File: src/verilog/phec_defines.svh
// register offsets, reset values and widths of the error counter bank
// assumes an 8-bit register port with a byte address
`ifndef PHEC_DEFINES_SVH
`define PHEC_DEFINES_SVH

`define PHEC_ADDR_W 8
`define PHEC_DATA_W 8
`define PHEC_CNT_W 16
`define PHEC_NUM_CNT 4

`define PHEC_OFF_FRM_HI 8'h2a
`define PHEC_OFF_FRM_LO 8'h2b
`define PHEC_OFF_FAR_HI 8'h2c
`define PHEC_OFF_FAR_LO 8'h2d
`define PHEC_OFF_SHE_HI 8'h2e
`define PHEC_OFF_SHE_LO 8'h2f
`define PHEC_OFF_MHE_HI 8'h30
`define PHEC_OFF_MHE_LO 8'h31
`define PHEC_OFF_MODE 8'h40

`define PHEC_MODE_ATM_BIT 0
`define PHEC_MODE_PLCP_BIT 1

`define PHEC_CNT_RST 16'h0000
`define PHEC_BYTE_RST 8'h00
`define PHEC_MODE_RST 2'h0

`endif

File: src/verilog/phec_pkg.sv
// types shared by the error counter bank
// assumes phec_defines.svh for widths
`include "phec_defines.svh"

package phec_pkg;
    typedef enum logic [1:0] {
        PHEC_CNT_FRAMING,
        PHEC_CNT_FAR_BLOCK,
        PHEC_CNT_SINGLE_HDR,
        PHEC_CNT_MULTI_HDR
    } phec_cnt_sel_t;

    typedef enum logic [1:0] {
        PHEC_ACC_NONE,
        PHEC_ACC_HIGH,
        PHEC_ACC_LOW,
        PHEC_ACC_MODE
    } phec_acc_t;

    typedef struct packed {
        phec_acc_t acc;
        phec_cnt_sel_t sel;
    } phec_dec_t;
endpackage

File: src/verilog/phec_event_counter.sv
// one 16-bit clear-on-read event counter with a read snapshot
// assumes inc_in and take_in are one-cycle pulses on ref_clk_in
`timescale 1ns/1ps
`include "phec_defines.svh"

module phec_event_counter
    import phec_pkg::*;
(
    // clock and reset
    input wire logic ref_clk_in,
    input wire logic rst_in,
    // control
    input wire logic inc_in,
    input wire logic take_in,
    // state
    output logic [`PHEC_CNT_W-1:0] count_out,
    output logic [`PHEC_CNT_W-1:0] snap_out
);
    logic [`PHEC_CNT_W-1:0] count_q;
    logic [`PHEC_CNT_W-1:0] snap_q;

    // take zeroes the live count while the event of the same cycle
    // lands in the fresh count, so nothing is lost
    always_ff @(posedge ref_clk_in) begin
        if (rst_in) begin
            count_q <= `PHEC_CNT_RST;
        end else if (take_in) begin
            count_q <= {{(`PHEC_CNT_W-1){1'b0}}, inc_in};
        end else if (inc_in && count_q != {`PHEC_CNT_W{1'b1}}) begin
            count_q <= count_q + 16'h0001;
        end
    end

    always_ff @(posedge ref_clk_in) begin
        if (rst_in) begin
            snap_q <= `PHEC_CNT_RST;
        end else if (take_in) begin
            snap_q <= count_q;
        end
    end

    assign count_out = count_q;
    assign snap_out = snap_q;
endmodule

File: src/verilog/phec_addr_decode.sv
// address decoder for the counter bank and its mode register
// assumes byte addresses on the register port
`timescale 1ns/1ps
`include "phec_defines.svh"

module phec_addr_decode
    import phec_pkg::*;
(
    // address
    input wire logic [`PHEC_ADDR_W-1:0] addr_in,
    // decoded access
    output phec_dec_t dec_out
);
    function automatic phec_dec_t decode(input logic [7:0] a);
        phec_dec_t d;
        d.acc = PHEC_ACC_NONE;
        d.sel = PHEC_CNT_FRAMING;
        case (a)
            `PHEC_OFF_FRM_HI: d = '{PHEC_ACC_HIGH, PHEC_CNT_FRAMING};
            `PHEC_OFF_FRM_LO: d = '{PHEC_ACC_LOW, PHEC_CNT_FRAMING};
            `PHEC_OFF_FAR_HI: d = '{PHEC_ACC_HIGH, PHEC_CNT_FAR_BLOCK};
            `PHEC_OFF_FAR_LO: d = '{PHEC_ACC_LOW, PHEC_CNT_FAR_BLOCK};
            `PHEC_OFF_SHE_HI: d = '{PHEC_ACC_HIGH, PHEC_CNT_SINGLE_HDR};
            `PHEC_OFF_SHE_LO: d = '{PHEC_ACC_LOW, PHEC_CNT_SINGLE_HDR};
            `PHEC_OFF_MHE_HI: d = '{PHEC_ACC_HIGH, PHEC_CNT_MULTI_HDR};
            `PHEC_OFF_MHE_LO: d = '{PHEC_ACC_LOW, PHEC_CNT_MULTI_HDR};
            `PHEC_OFF_MODE: d.acc = PHEC_ACC_MODE;
            default: d.acc = PHEC_ACC_NONE;
        endcase
        return d;
    endfunction

    assign dec_out = decode(addr_in);
endmodule

File: src/verilog/plcp_hec_error_counters.sv
// Function
// - count framing byte errors, sixteen bits
// - count far-end block error events, sixteen bits
// - first two count only in cell+mapping mode
// - count single-bit header errors, sixteen bits
// - count multi-bit header errors separately
// - header counts only in cell mode
// - reading a counter clears it
// - each counter read as high, low byte
// - counters are zero after reset
//
// top of the error counter bank: register port, mode and four counters
// assumes event inputs are one-cycle pulses synchronous to ref_clk_in
`timescale 1ns/1ps
`include "phec_defines.svh"

module plcp_hec_error_counters
    import phec_pkg::*;
(
    // clock and reset
    input wire logic ref_clk_in,
    input wire logic rst_in,
    // register port
    input wire logic [`PHEC_ADDR_W-1:0] addr_in,
    input wire logic [`PHEC_DATA_W-1:0] wr_data_in,
    input wire logic wr_in,
    input wire logic rd_in,
    output logic [`PHEC_DATA_W-1:0] rd_data_out,
    // error detector pulses
    input wire logic framing_err_in,
    input wire logic far_block_err_in,
    input wire logic single_bit_header_error_in,
    input wire logic multi_bit_header_error_in,
    // mode state
    output logic atm_mode_out,
    output logic plcp_mode_out
);
    phec_dec_t dec;
    logic [1:0] mode_q;
    logic [`PHEC_DATA_W-1:0] rd_data_q;
    logic [`PHEC_NUM_CNT-1:0] inc;
    logic [`PHEC_NUM_CNT-1:0] take;
    logic [`PHEC_NUM_CNT-1:0] fresh_q;
    logic [`PHEC_CNT_W-1:0] count [`PHEC_NUM_CNT];
    logic [`PHEC_CNT_W-1:0] snap [`PHEC_NUM_CNT];
    logic atm_on;
    logic plcp_on;
    logic cnt_rd;

    phec_addr_decode phec_addr_decode_i (
        .addr_in(addr_in),
        .dec_out(dec)
    );

    assign atm_on = mode_q[`PHEC_MODE_ATM_BIT];
    assign plcp_on = mode_q[`PHEC_MODE_PLCP_BIT];
    assign cnt_rd = rd_in && (dec.acc == PHEC_ACC_HIGH ||
                              dec.acc == PHEC_ACC_LOW);

    // counting enables follow the operating mode
    always_comb begin
        inc[PHEC_CNT_FRAMING] = framing_err_in && atm_on && plcp_on;
        inc[PHEC_CNT_FAR_BLOCK] = far_block_err_in && atm_on && plcp_on;
        inc[PHEC_CNT_SINGLE_HDR] = single_bit_header_error_in && atm_on;
        inc[PHEC_CNT_MULTI_HDR] = multi_bit_header_error_in && atm_on;
    end

    // the first byte read of a pair takes the snapshot; the partner byte
    // then reads the same snapshot, so high and low always agree
    always_comb begin
        take = '0;
        if (cnt_rd && !fresh_q[dec.sel]) begin
            take[dec.sel] = 1'b1;
        end
    end

    // a pair is open after its first byte read until the next read of either byte of that counter
    always_ff @(posedge ref_clk_in) begin
        if (rst_in) begin
            fresh_q <= '0;
        end else if (cnt_rd) begin
            fresh_q[dec.sel] <= !fresh_q[dec.sel];
        end
    end

    for (genvar i = 0; i < `PHEC_NUM_CNT; i++) begin : g_cnt
        phec_event_counter phec_event_counter_i (
            .ref_clk_in(ref_clk_in),
            .rst_in(rst_in),
            .inc_in(inc[i]),
            .take_in(take[i]),
            .count_out(count[i]),
            .snap_out(snap[i])
        );
    end

    always_ff @(posedge ref_clk_in) begin
        if (rst_in) begin
            mode_q <= `PHEC_MODE_RST;
        end else if (wr_in && dec.acc == PHEC_ACC_MODE) begin
            mode_q <= wr_data_in[1:0];
        end
    end

    // read data: a take reads the live count, a partner byte the snapshot
    always_ff @(posedge ref_clk_in) begin
        if (rst_in) begin
            rd_data_q <= `PHEC_BYTE_RST;
        end else if (rd_in) begin
            case (dec.acc)
                PHEC_ACC_HIGH: begin
                    rd_data_q <= fresh_q[dec.sel] ?
                        snap[dec.sel][15:8] : count[dec.sel][15:8];
                end
                PHEC_ACC_LOW: begin
                    rd_data_q <= fresh_q[dec.sel] ?
                        snap[dec.sel][7:0] : count[dec.sel][7:0];
                end
                PHEC_ACC_MODE: rd_data_q <= {6'h00, mode_q};
                default: rd_data_q <= `PHEC_BYTE_RST;
            endcase
        end else begin
            rd_data_q <= `PHEC_BYTE_RST;
        end
    end

    assign rd_data_out = rd_data_q;
    assign atm_mode_out = mode_q[`PHEC_MODE_ATM_BIT];
    assign plcp_mode_out = mode_q[`PHEC_MODE_PLCP_BIT];
endmodule

File: config.mk
export PLATFORM = sky130hd
export DESIGN_NAME = plcp_hec_error_counters
export DESIGN_NICKNAME = d
export VERILOG_FILES = /design/src/verilog/phec_pkg.sv /design/src/verilog/phec_event_counter.sv /design/src/verilog/phec_addr_decode.sv /design/src/verilog/plcp_hec_error_counters.sv
export VERILOG_INCLUDE_DIRS = /design/src /design/src/verilog
export SDC_FILE = /design/constraint.sdc
export NUM_CORES = 1
export LEC_CHECK = 0
export BUFFER_PORTS_ARGS = -buffer_cell sky130_fd_sc_hd__buf_2
export CORE_MARGIN = 2
export CORE_UTILIZATION = 55
export CTS_CLUSTER_DIAMETER = 50
export DETAILED_ROUTE_END_ITERATION = 12
export GPL_ROUTABILITY_DRIVEN = 0
export HOLD_SLACK_MARGIN = 0.12
export PLACE_DENSITY = 0.79
export SYNTH_ARGS = -nofsm -noshare
export SYNTH_HDL_FRONTEND = slang
export SYNTH_HIERARCHICAL = 1
export SYNTH_SLANG_ARGS = --single-unit
File: constraint.sdc
create_clock -name ref_clk_in -period 2.33 [get_ports ref_clk_in]
set_input_delay 0.233 -clock ref_clk_in [delete_from_list [all_inputs] [get_ports ref_clk_in]]
set_output_delay 0.233 -clock ref_clk_in [all_outputs]
set_load 0.01 [all_outputs]
==> results of run 1 <==
-- state kept, by name, summed over array words and instances, names as in the netlist --
name and cells:
g_cnt.phec_event_counter_i/count_out 64, fresh_q 4, mode_q 2, rd_data_out 8, g_cnt.phec_event_counter_i/snap_out 64
-- worst min-delay path by stage --
| stage | end | slack (ps) | cells past startpoint |
|---|---|---|---|
| after floorplan | mode_q[0] | 300 | 1 |
| after global placement | g_cnt[3].phec_event_counter_i/snap_out[9] | 460 | 2 |
| after detailed placement | g_cnt[1].phec_event_counter_i/snap_out[9] | 480 | 2 |
| after CTS | mode_q[1] | 150 | 4 |
| after global routing | mode_q[1] | 240 | 4 |
| final | mode_q[1] | 180 | 4 |
-- routing by layer --
metal  part of all wire, %  vias to the layer above  global-route usage [%]
met5                     0                        -                       0
met4                   2.7                        0                    12.1
met3                   7.1                       45                    6.37
met2                    49                      285                    47.5
met1                    41                     3027                    35.4
li1                      -                     2773                       -
-- where the power goes --
| part | internal, W | total, W | switching, W |
|---|---|---|---|
| logic | 0.0000501 | 0.000135 | 0.0000847 |
| clock network | 0.00189 | 0.00291 | 0.00102 |
| registers | 0.00243 | 0.00243 | 0.000000341 |
| total | 0.00437 | 0.00548 | 0.00110 |
-- final cells by class --
class	count	area (um^2)
Clock buffer	21	480
Inverter	10	37.5
Timing Repair Buffer	89	677
Multi-Input combinational cell	534	4130
Tap cell	172	215
Fill cell	944	4130
Clock inverter	10	160
Sequential cell	142	2840
-- critical path, stage by stage --
cell	delay (ps)
sky130_fd_sc_hd__buf_2	130
sky130_fd_sc_hd__and2b_1	240
sky130_fd_sc_hd__a21oi_1	120
sky130_fd_sc_hd__nor3_4	250
sky130_fd_sc_hd__buf_12	290
sky130_fd_sc_hd__buf_4	170
sky130_fd_sc_hd__mux4_2	470
sky130_fd_sc_hd__mux2_2	270
sky130_fd_sc_hd__a22oi_1	210
sky130_fd_sc_hd__nor2_1	70
-- cell usage after synthesis (4+ instances only) --
master / n / share of area [%]
sky130_fd_sc_hd__mux4_1: 10 / 3.7
sky130_fd_sc_hd__and4_4: 8 / 1.3
sky130_fd_sc_hd__xor2_1: 47 / 5.7
sky130_fd_sc_hd__nand3_1: 33 / 2.3
sky130_fd_sc_hd__nor3_1: 5 / 0.35
sky130_fd_sc_hd__clkbuf_1: 18 / 0.94
sky130_fd_sc_hd__and3_1: 18 / 1.6
sky130_fd_sc_hd__mux2_2: 7 / 1.1
sky130_fd_sc_hd__o211ai_1: 12 / 1.3
sky130_fd_sc_hd__nand4_1: 17 / 1.5
sky130_fd_sc_hd__and4_1: 8 / 0.98
sky130_fd_sc_hd__or4_1: 4 / 0.42
sky130_fd_sc_hd__a31oi_1: 8 / 0.70
sky130_fd_sc_hd__mux2i_1: 64 / 8.9
sky130_fd_sc_hd__o21ai_2: 4 / 0.49
sky130_fd_sc_hd__a22oi_1: 8 / 0.84
sky130_fd_sc_hd__or2_2: 8 / 0.70
sky130_fd_sc_hd__nand2_1: 22 / 1.1
sky130_fd_sc_hd__ha_1: 8 / 1.4
sky130_fd_sc_hd__or2_1: 5 / 0.44
sky130_fd_sc_hd__buf_2: 20 / 1.4
sky130_fd_sc_hd__buf_6: 4 / 0.63
sky130_fd_sc_hd__inv_1: 10 / 0.52
sky130_fd_sc_hd__nor2_1: 141 / 7.4
sky130_fd_sc_hd__o21ai_0: 24 / 1.7
sky130_fd_sc_hd__a21oi_1: 11 / 0.77
sky130_fd_sc_hd__o2111ai_1: 8 / 0.98
sky130_fd_sc_hd__dfxtp_1: 142 / 40
sky130_fd_sc_hd__mux2_1: 7 / 1.1
sky130_fd_sc_hd__mux4_2: 23 / 7.2
sky130_fd_sc_hd__or2b_1: 4 / 0.42
-- what timing repair did --
action,4_1_cts,5_1_grt
gates resized for setup,0,6
hold buffers,4,0
endpoints found under the setup margin,0,28
endpoints found under the hold margin,2,0
-- metrics by stage --
stage	power (W)	util [%]	TNS, ps
3_3_place_gp	0.00260	61.8	-5310
6_report	0.00548	67.4	0
5_1_grt	0.00560	67.4	0
3_5_place_dp	0.00261	61.8	-13050
4_1_cts	0.00549	67.1	0
2_1_floorplan	0.00255	-	-214
-- cell families (layout without fill, tap and decap cells) --
family	after synthesis	after routing
AND/OR/NAND/NOR	284	284
adder cells (fa/ha/maj)	8	8
buffers and inverters	54	130
XOR/XNOR	47	47
AO/OA/AOI/OAI	82	82
flip-flops	142	142
multiplexers	113	113
==> impl_results.rst, run 1 <==
.. list-table::
   :header-rows: 1

   * - Metric
     - Value
   * - Outcome
     - finished clean
   * - Class of the tightest hold or removal check
     - in2reg
   * - Maximum net fanout on the critical path
     - 37
   * - Number of enable flip-flop cells after synthesis
     - 0
   * - Worst Setup EP
     - rd_data_out[7]
   * - Shortest clock period the worst path allows after layout
     - roughly 2200 ps
   * - Launching point of the worst reg2reg path
     - mode_q[0]
   * - Total clock buffers created by CTS
     - 17
   * - Area of the die
     - between 10000 and 15000 um^2
   * - Cell Area, Synth
     - 7190 um^2
   * - Worst endpoint data arrival time
     - about 2500 ps
   * - Drt wl/cell
     - 19.8 um
   * - Setup fix buffers added after clock tree synthesis
     - 0
   * - Proportion of layout cells with a drive suffix above 1
     - 22.5%
   * - Cell area after placement
     - around 8000 um^2
   * - Most used cells in the layout excluding fill and tap cells
     - 142 x sky130_fd_sc_hd__dfxtp_1, 137 x sky130_fd_sc_hd__nor2_1, 64 x sky130_fd_sc_hd__mux2i_1
   * - Count of pins on the block boundary
     - 34
   * - Remaining DRCs
     - 0
   * - Worst setup path class
     - in2reg
   * - Number of DRC markers after the initial detailed-route iteration
     - 594
   * - Final Routed Wirelength
     - between 15000 and 20000 um
   * - Final design area excluding fillers
     - 8550 um^2
   * - PnR worst setup slack
     - around 150 ps
   * - Post-synthesis async set-or-reset flop share
     - 0%
   * - Root buffer cell
     - sky130_fd_sc_hd__clkbuf_16
   * - Areal power density over the cells
     - 641 nW/um^2
   * - Antenna violations before repair
     - 0
   * - Router iterations before antenna repair
     - 7
   * - Clk buf depth
     - 2
   * - Hold WS
     - 181 ps
   * - Antenna diodes
     - 0
   * - Setup repair after global routing missed its margin
     - false
   * - Most used flip-flop cell after synthesis
     - sky130_fd_sc_hd__dfxtp_1
   * - Core region area
     - ~13000 um^2
   * - Max_cap viols
     - 0
   * - Synth Area in XOR/XNOR
     - 5.73%
   * - Worst-skew pair later-pin latency
     - 430 ps
   * - Transition time at the pin with the least slew margin
     - 582 ps
   * - Overflow left after global routing
     - 0
   * - Antenna Violating Nets Remaining
     - 0
   * - Kind of capture point of the worst setup path
     - flop
   * - RR Endpoint
     - g_cnt[3].phec_event_counter_i/count_out[15]
   * - Hold_sp
     - wr_in
   * - First-pass GRT wire length
     - about 31000 um
   * - Count of standard-cell rows
     - 41
   * - Layout net count
     - 826
   * - Kind of launch point of the worst setup path
     - input pin
   * - Worst relative slew slack
     - 61.2%
   * - Reg-to-reg slack, setup
     - between 200 and 300 ps
   * - Maximum clock rate
     - roughly 0.46 GHz
   * - Setup violators final
     - 0
   * - Pin count of the biggest net entering global routing
     - 38
   * - Depth of the CTS H-tree
     - 4
   * - Dpl ws
     - -275 ps
   * - Die Span Y
     - 118 um
   * - Port bufs
     - 27
   * - Synth Area in Compound Gates
     - 7.49%
   * - Number of warnings reported in the yosys synthesis log
     - 6
   * - Via count of the first global-routing pass
     - about 6000
   * - Launching instance or port of the critical path
     - addr_in[4]
   * - Most frequent standard cell in the layout excluding fill and tap cells
     - sky130_fd_sc_hd__dfxtp_1
   * - GRT Overall Usage
     - 28.5%
   * - Number of hold-slack violations in the final timing report
     - 0
   * - Pins over their slew limit
     - 0
   * - Share of the clock period used by the worst path after layout
     - 93.4%
   * - Post-Synth Simple-Gate Area
     - approximately 20%
   * - Post-synthesis cell type count
     - 47
   * - Sequential-to-total area share from yosys stat
     - 39.6%
   * - Dpl hpwl
     - 13600 um
   * - Total number of clock tree sinks
     - 142
   * - Clock tree from TritonCTS
     - done
   * - Post-route clock skew
     - 9.01 ps
   * - Nets in the synthesized netlist
     - 762
   * - Largest family of logic cells by synthesized area
     - multiplexers
   * - Count of placed standard cells in the final layout, fillers left out
     - 978
   * - Reported leakage power
     - 3.15 nW
   * - Floorplan die width
     - between 100 and 150 um
   * - Peak supply drop
     - 0.000480 V
   * - Starting density of the core
     - 56.7%
   * - Arithmetic-cell share of the synthesized area counting full adders, half adders and majority gates
     - 1.39%
   * - Post-Place Cells
     - 943
   * - Proportion of synthesized area in mux cells
     - 22.4%
   * - Clock-pin slew of the registers on the worst-case setup and hold paths
     - 60 ps
   * - Avg Vias per Cell
     - 6.27
   * - Flops & latches, synth
     - between 100 and 150
   * - Avg Cell Area, Syn
     - 9.84 um^2
   * - Via count of the routed design
     - 6130
   * - Syn-to-layout area delta
     - 18.9%
   * - Depth of the most critical reg-to-reg path
     - 6
   * - Post-Syn Instances
     - 730
   * - Crit path required time
     - 2640 ps
No activity file was read; power rests on OpenSTA's default activity.
==> run 2: changes to the inputs <==
- PLACE_DENSITY: 0.79 -> 0.8
- SYNTH_HIERARCHICAL: 1 -> unset
==> run 2 against run 1 <==
Net effect:
- global-route usage down 0.093 points
- clock skew down 2.6 ps
- synthesized cell count up 22%
- register-to-register slack worse by 80 ps
- sequential share of layout area up 0.55 points
- core utilization down 0.29 points
- routed wire length down 6.0%
- non-clock buffer count up 7
- cell count up 16%
- largest cell class unchanged
- largest power group unchanged
==> impl_results.rst, run 2 <==
.. list-table::
   :header-rows: 1

   * - Metric
     - Value
   * - Outcome
     - finished clean (unchanged)
   * - Class of the tightest hold or removal check
     - in2reg (unchanged)
   * - Dpl hpwl
     - 12700 um (was 13600 um)
   * - Worst Path Buf+Inv
     - 0 (was 3)
   * - Area fraction of the dominant cell type after synthesis
     - 40.7% (was 39.6%)
   * - Number of gates resized after cts
     - 0 (unchanged)
   * - Count of pins on the block boundary
     - 34 (unchanged)
   * - Synth top area cells
     - sky130_fd_sc_hd__dfxtp_1 41%, sky130_fd_sc_hd__nand2_1 11%, sky130_fd_sc_hd__mux2i_1 7.5% (was sky130_fd_sc_hd__dfxtp_1 40%, sky130_fd_sc_hd__mux2i_1 8.9%, sky130_fd_sc_hd__nor2_1 7.4%)
   * - Core region area
     - 12500 um^2 (was 12700 um^2)
   * - Avg Vias per Cell
     - 5.77 (was 6.27)
   * - Cells traversed along the worst timing path
     - and4_1, nand2_1, o311a_1, and4_1, nand2_1, xor2_1, nor2_1 (was buf_2, and2b_1, a21oi_1, nor3_4, buf_12, buf_4, mux4_2, mux2_2, a22oi_1, nor2_1)
   * - Worst endpoint data arrival time
     - 2470 ps (was 2480 ps)
   * - Number of hold-slack violations in the final timing report
     - 0 (unchanged)
   * - Worst setup path class
     - reg2reg (was in2reg)
   * - Antenna Violating Nets Remaining
     - 0 (unchanged)
   * - Launching instance or port of the critical path
     - g_cnt[3].phec_event_counter_i.count_out[2] (was addr_in[4])
   * - Clock-pin slew of the registers on the worst-case setup and hold paths
     - 60 ps (about the same)
   * - Flops & latches, synth
     - 142 (unchanged)
   * - Most frequent standard cell in the layout excluding fill and tap cells
     - sky130_fd_sc_hd__nand2_1 (was sky130_fd_sc_hd__dfxtp_1)
   * - Cell with the most instances after synthesis
     - sky130_fd_sc_hd__nand2_1 (was sky130_fd_sc_hd__dfxtp_1)
   * - Dpl ws
     - -145 ps (was -275 ps)
   * - PnR worst setup slack
     - 182 ps (was 155 ps)
   * - Antenna violations before repair
     - 0 (unchanged)
   * - Die Span Y
     - 117 um (was 118 um)
   * - Router iterations before antenna repair
     - 6 (was 7)
   * - Cell type contributing the most total cell area after synthesis
     - sky130_fd_sc_hd__dfxtp_1 (unchanged)
   * - Setup repair after global routing missed its margin
     - false (unchanged)
   * - Port bufs
     - 27 (unchanged)
   * - Kind of capture point of the worst setup path
     - flop (unchanged)
   * - Count of standard-cell rows
     - 41 (unchanged)
   * - Reported leakage power
     - 3.12 nW (was 3.15 nW)
   * - Floorplan die width
     - 117 um (was 118 um)
   * - Depth of the CTS H-tree
     - 4 (unchanged)
   * - Count of placed standard cells in the final layout, fillers left out
     - 1138 (was 978)
   * - Worst-skew pair later-pin latency
     - 430 ps (about the same)
   * - Drt wl/cell
     - 16.0 um (was 19.8 um)
   * - Nets in the synthesized netlist
     - 919 (was 762)
   * - Maximum net fanout on the critical path
     - 7 (was 37)
   * - Syn-to-layout area delta
     - 20.4% (was 18.9%)
   * - Root buffer cell
     - sky130_fd_sc_hd__clkbuf_16 (unchanged)
   * - Pin count of the biggest net entering global routing
     - 79 (was 38)
   * - Cell area after placement
     - 7750 um^2 (was 7830 um^2)
   * - First-pass GRT wire length
     - 29900 um (was 31200 um)
   * - Shortest clock period the worst path allows after layout
     - 2150 ps (was 2180 ps)
   * - Peak supply drop
     - 0.000376 V (was 0.000480 V)
   * - Slowest library cell on the worst path
     - sky130_fd_sc_hd__dfxtp_1 (was sky130_fd_sc_hd__mux4_2)
   * - Post-Place Cells
     - 1103 (was 943)
   * - Via count of the routed design
     - 6562 (was 6130)
   * - Transition time at the pin with the least slew margin
     - 672 ps (was 582 ps)
   * - Post-route clock skew
     - 6.40 ps (was 9.01 ps)
   * - Kind of launch point of the worst setup path
     - flop (was input pin)
   * - Post-synthesis cell type count
     - 55 (was 47)
   * - Via count of the first global-routing pass
     - 6145 (was 6171)
   * - Post-Syn Instances
     - 887 (was 730)
   * - Share of the clock period used by the worst path after layout
     - 92.2% (was 93.4%)
   * - Remaining DRCs
     - 0 (unchanged)
   * - Crit path required time
     - 2650 ps (was 2640 ps)
   * - Number of DRC markers after the initial detailed-route iteration
     - 529 (was 594)
   * - Final core utilization
     - 67.2% (was 67.4%)
   * - Total number of clock tree sinks
     - 142 (unchanged)
   * - Proportion of layout cells with a drive suffix above 1
     - 14.1% (was 22.5%)
   * - Launching point of the worst reg2reg path
     - g_cnt[3].phec_event_counter_i.count_out[2] (was mode_q[0])
   * - Overflow left after global routing
     - 0 (unchanged)
   * - Avg Cell Area, Syn
     - 7.87 um^2 (was 9.84 um^2)
   * - Hold_sp
     - wr_in (unchanged)
   * - Max_cap viols
     - 0 (unchanged)
   * - Total clock buffers created by CTS
     - 17 (unchanged)
   * - Areal power density over the cells
     - 642 nW/um^2 (was 641 nW/um^2)
   * - Ranking of synthesized cells by instance count
     - 198 x sky130_fd_sc_hd__nand2_1, 142 x sky130_fd_sc_hd__dfxtp_1, 124 x sky130_fd_sc_hd__nor2_1 (was 142 x sky130_fd_sc_hd__dfxtp_1, 141 x sky130_fd_sc_hd__nor2_1, 64 x sky130_fd_sc_hd__mux2i_1)
   * - Largest stage delay, worst path
     - 490 ps (was 470 ps)
   * - Post-synthesis async set-or-reset flop share
     - 0% (unchanged)
   * - Most used cells in the layout excluding fill and tap cells
     - 198 x sky130_fd_sc_hd__nand2_1, 142 x sky130_fd_sc_hd__dfxtp_1, 124 x sky130_fd_sc_hd__nor2_1 (was 142 x sky130_fd_sc_hd__dfxtp_1, 137 x sky130_fd_sc_hd__nor2_1, 64 x sky130_fd_sc_hd__mux2i_1)
   * - Setup violators final
     - 0 (unchanged)
   * - Starting density of the core
     - 55.8% (was 56.7%)
   * - Clock tree from TritonCTS
     - done (unchanged)
   * - Area of the die
     - 13600 um^2 (was 14000 um^2)
   * - Final Routed Wirelength
     - 18200 um (was 19400 um)
   * - Number of enable flip-flop cells after synthesis
     - 0 (unchanged)
   * - Worst relative slew slack
     - 54.9% (was 61.2%)
   * - Category of cells accounting for the largest share of critical-path delay
     - simple AND/OR/NAND/NOR gates (was multiplexers)
   * - Final design area excluding fillers
     - 8410 um^2 (was 8550 um^2)
   * - Number of warnings reported in the yosys synthesis log
     - 0 (was 6)
   * - Pins over their slew limit
     - 0 (unchanged)
   * - Most used flip-flop cell after synthesis
     - sky130_fd_sc_hd__dfxtp_1 (unchanged)
   * - Clk buf depth
     - 2 (unchanged)
   * - Antenna diodes
     - 0 (unchanged)
   * - Layout net count
     - 986 (was 826)
   * - GRT Overall Usage
     - 28.4% (was 28.5%)
   * - Maximum clock rate
     - 0.466 GHz (was 0.460 GHz)
   * - Setup fix buffers added after clock tree synthesis
     - 0 (unchanged)
   * - Sequential-to-total area share from yosys stat
     - 40.7% (was 39.6%)
   * - Cell Area, Synth
     - 6980 um^2 (was 7190 um^2)
==> run 2: logic make-up after synthesis <==
kind of cell | count (synthesis) | share of synthesized area, %
compound gates | 98 | 9.11
xor+xnor | 49 | 6.15
fa+ha+maj | 8 | 1.43
buf+inv | 59 | 4.00
flops | 142 | 40.7
mux | 53 | 7.62
simple gates | 478 | 31.0
==> run 2: path summary, 6_finish.rpt <==
check                                                                   to  slack (ps)  cells past startpoint
worst max-delay path            g_cnt[3].phec_event_counter_i.count_out[7]         180                      7
worst min-delay path                                             mode_q[0]         140                      4
worst max register to register  g_cnt[3].phec_event_counter_i.count_out[7]         180                      7
worst min register to register   g_cnt[2].phec_event_counter_i.snap_out[6]         450                      2
==> run 2: worst reg2reg max path: stages (launching register included) <==
cell	delay [ps]
sky130_fd_sc_hd__dfxtp_1	490
sky130_fd_sc_hd__and4_1	280
sky130_fd_sc_hd__nand2_1	110
sky130_fd_sc_hd__o311a_1	470
sky130_fd_sc_hd__and4_1	320
sky130_fd_sc_hd__nand2_1	130
sky130_fd_sc_hd__xor2_1	190
sky130_fd_sc_hd__nor2_1	60
==> run 2: layer usage <==
layer  track usage (%)  vias up  part of all wire (%)
met2              45.4      248                    47
met4              13.9        0                   3.7
met1              37.0     3099                    43
met5                 0        -                     0
met3              5.45       44                   6.7
li1                  -     3171                     -
==> run 2: final cells by class <==
class / instances / area (um^2)
Tap cell: 172 / 215
Timing Repair Buffer: 96 / 788
Inverter: 11 / 41.3
Sequential cell: 142 / 2840
Multi-Input combinational cell: 686 / 3910
Clock buffer: 25 / 505
Fill cell: 1013 / 4110
Clock inverter: 6 / 105
==> run 2: where the power goes <==
| group | switching, W | internal, W |
|---|---|---|
| clock network | 0.00100 | 0.00181 |
| logic | 0.0000914 | 0.0000580 |
| registers | 0.000000282 | 0.00243 |
==> run 2: per-stage QoR <==
| stage | hold slack [ps] | total power [W] | TNS (ps) |
|---|---|---|---|
| 2_1_floorplan | 381 | 0.00256 | 0 |
| 3_3_place_gp | 439 | 0.00263 | -1330 |
| 3_5_place_dp | 449 | 0.00263 | -5380 |
| 4_1_cts | 134 | 0.00540 | 0 |
| 5_1_grt | 197 | 0.00552 | 0 |
| 6_report | 137 | 0.00540 | 0 |
==> run 2: what timing repair did <==
| action | 4_1_cts | 5_1_grt |
|---|---|---|
| hold endpoints to repair | 2 | 0 |
| endpoints found under the setup margin | 0 | 0 |
| hold buffers | 4 | 0 |
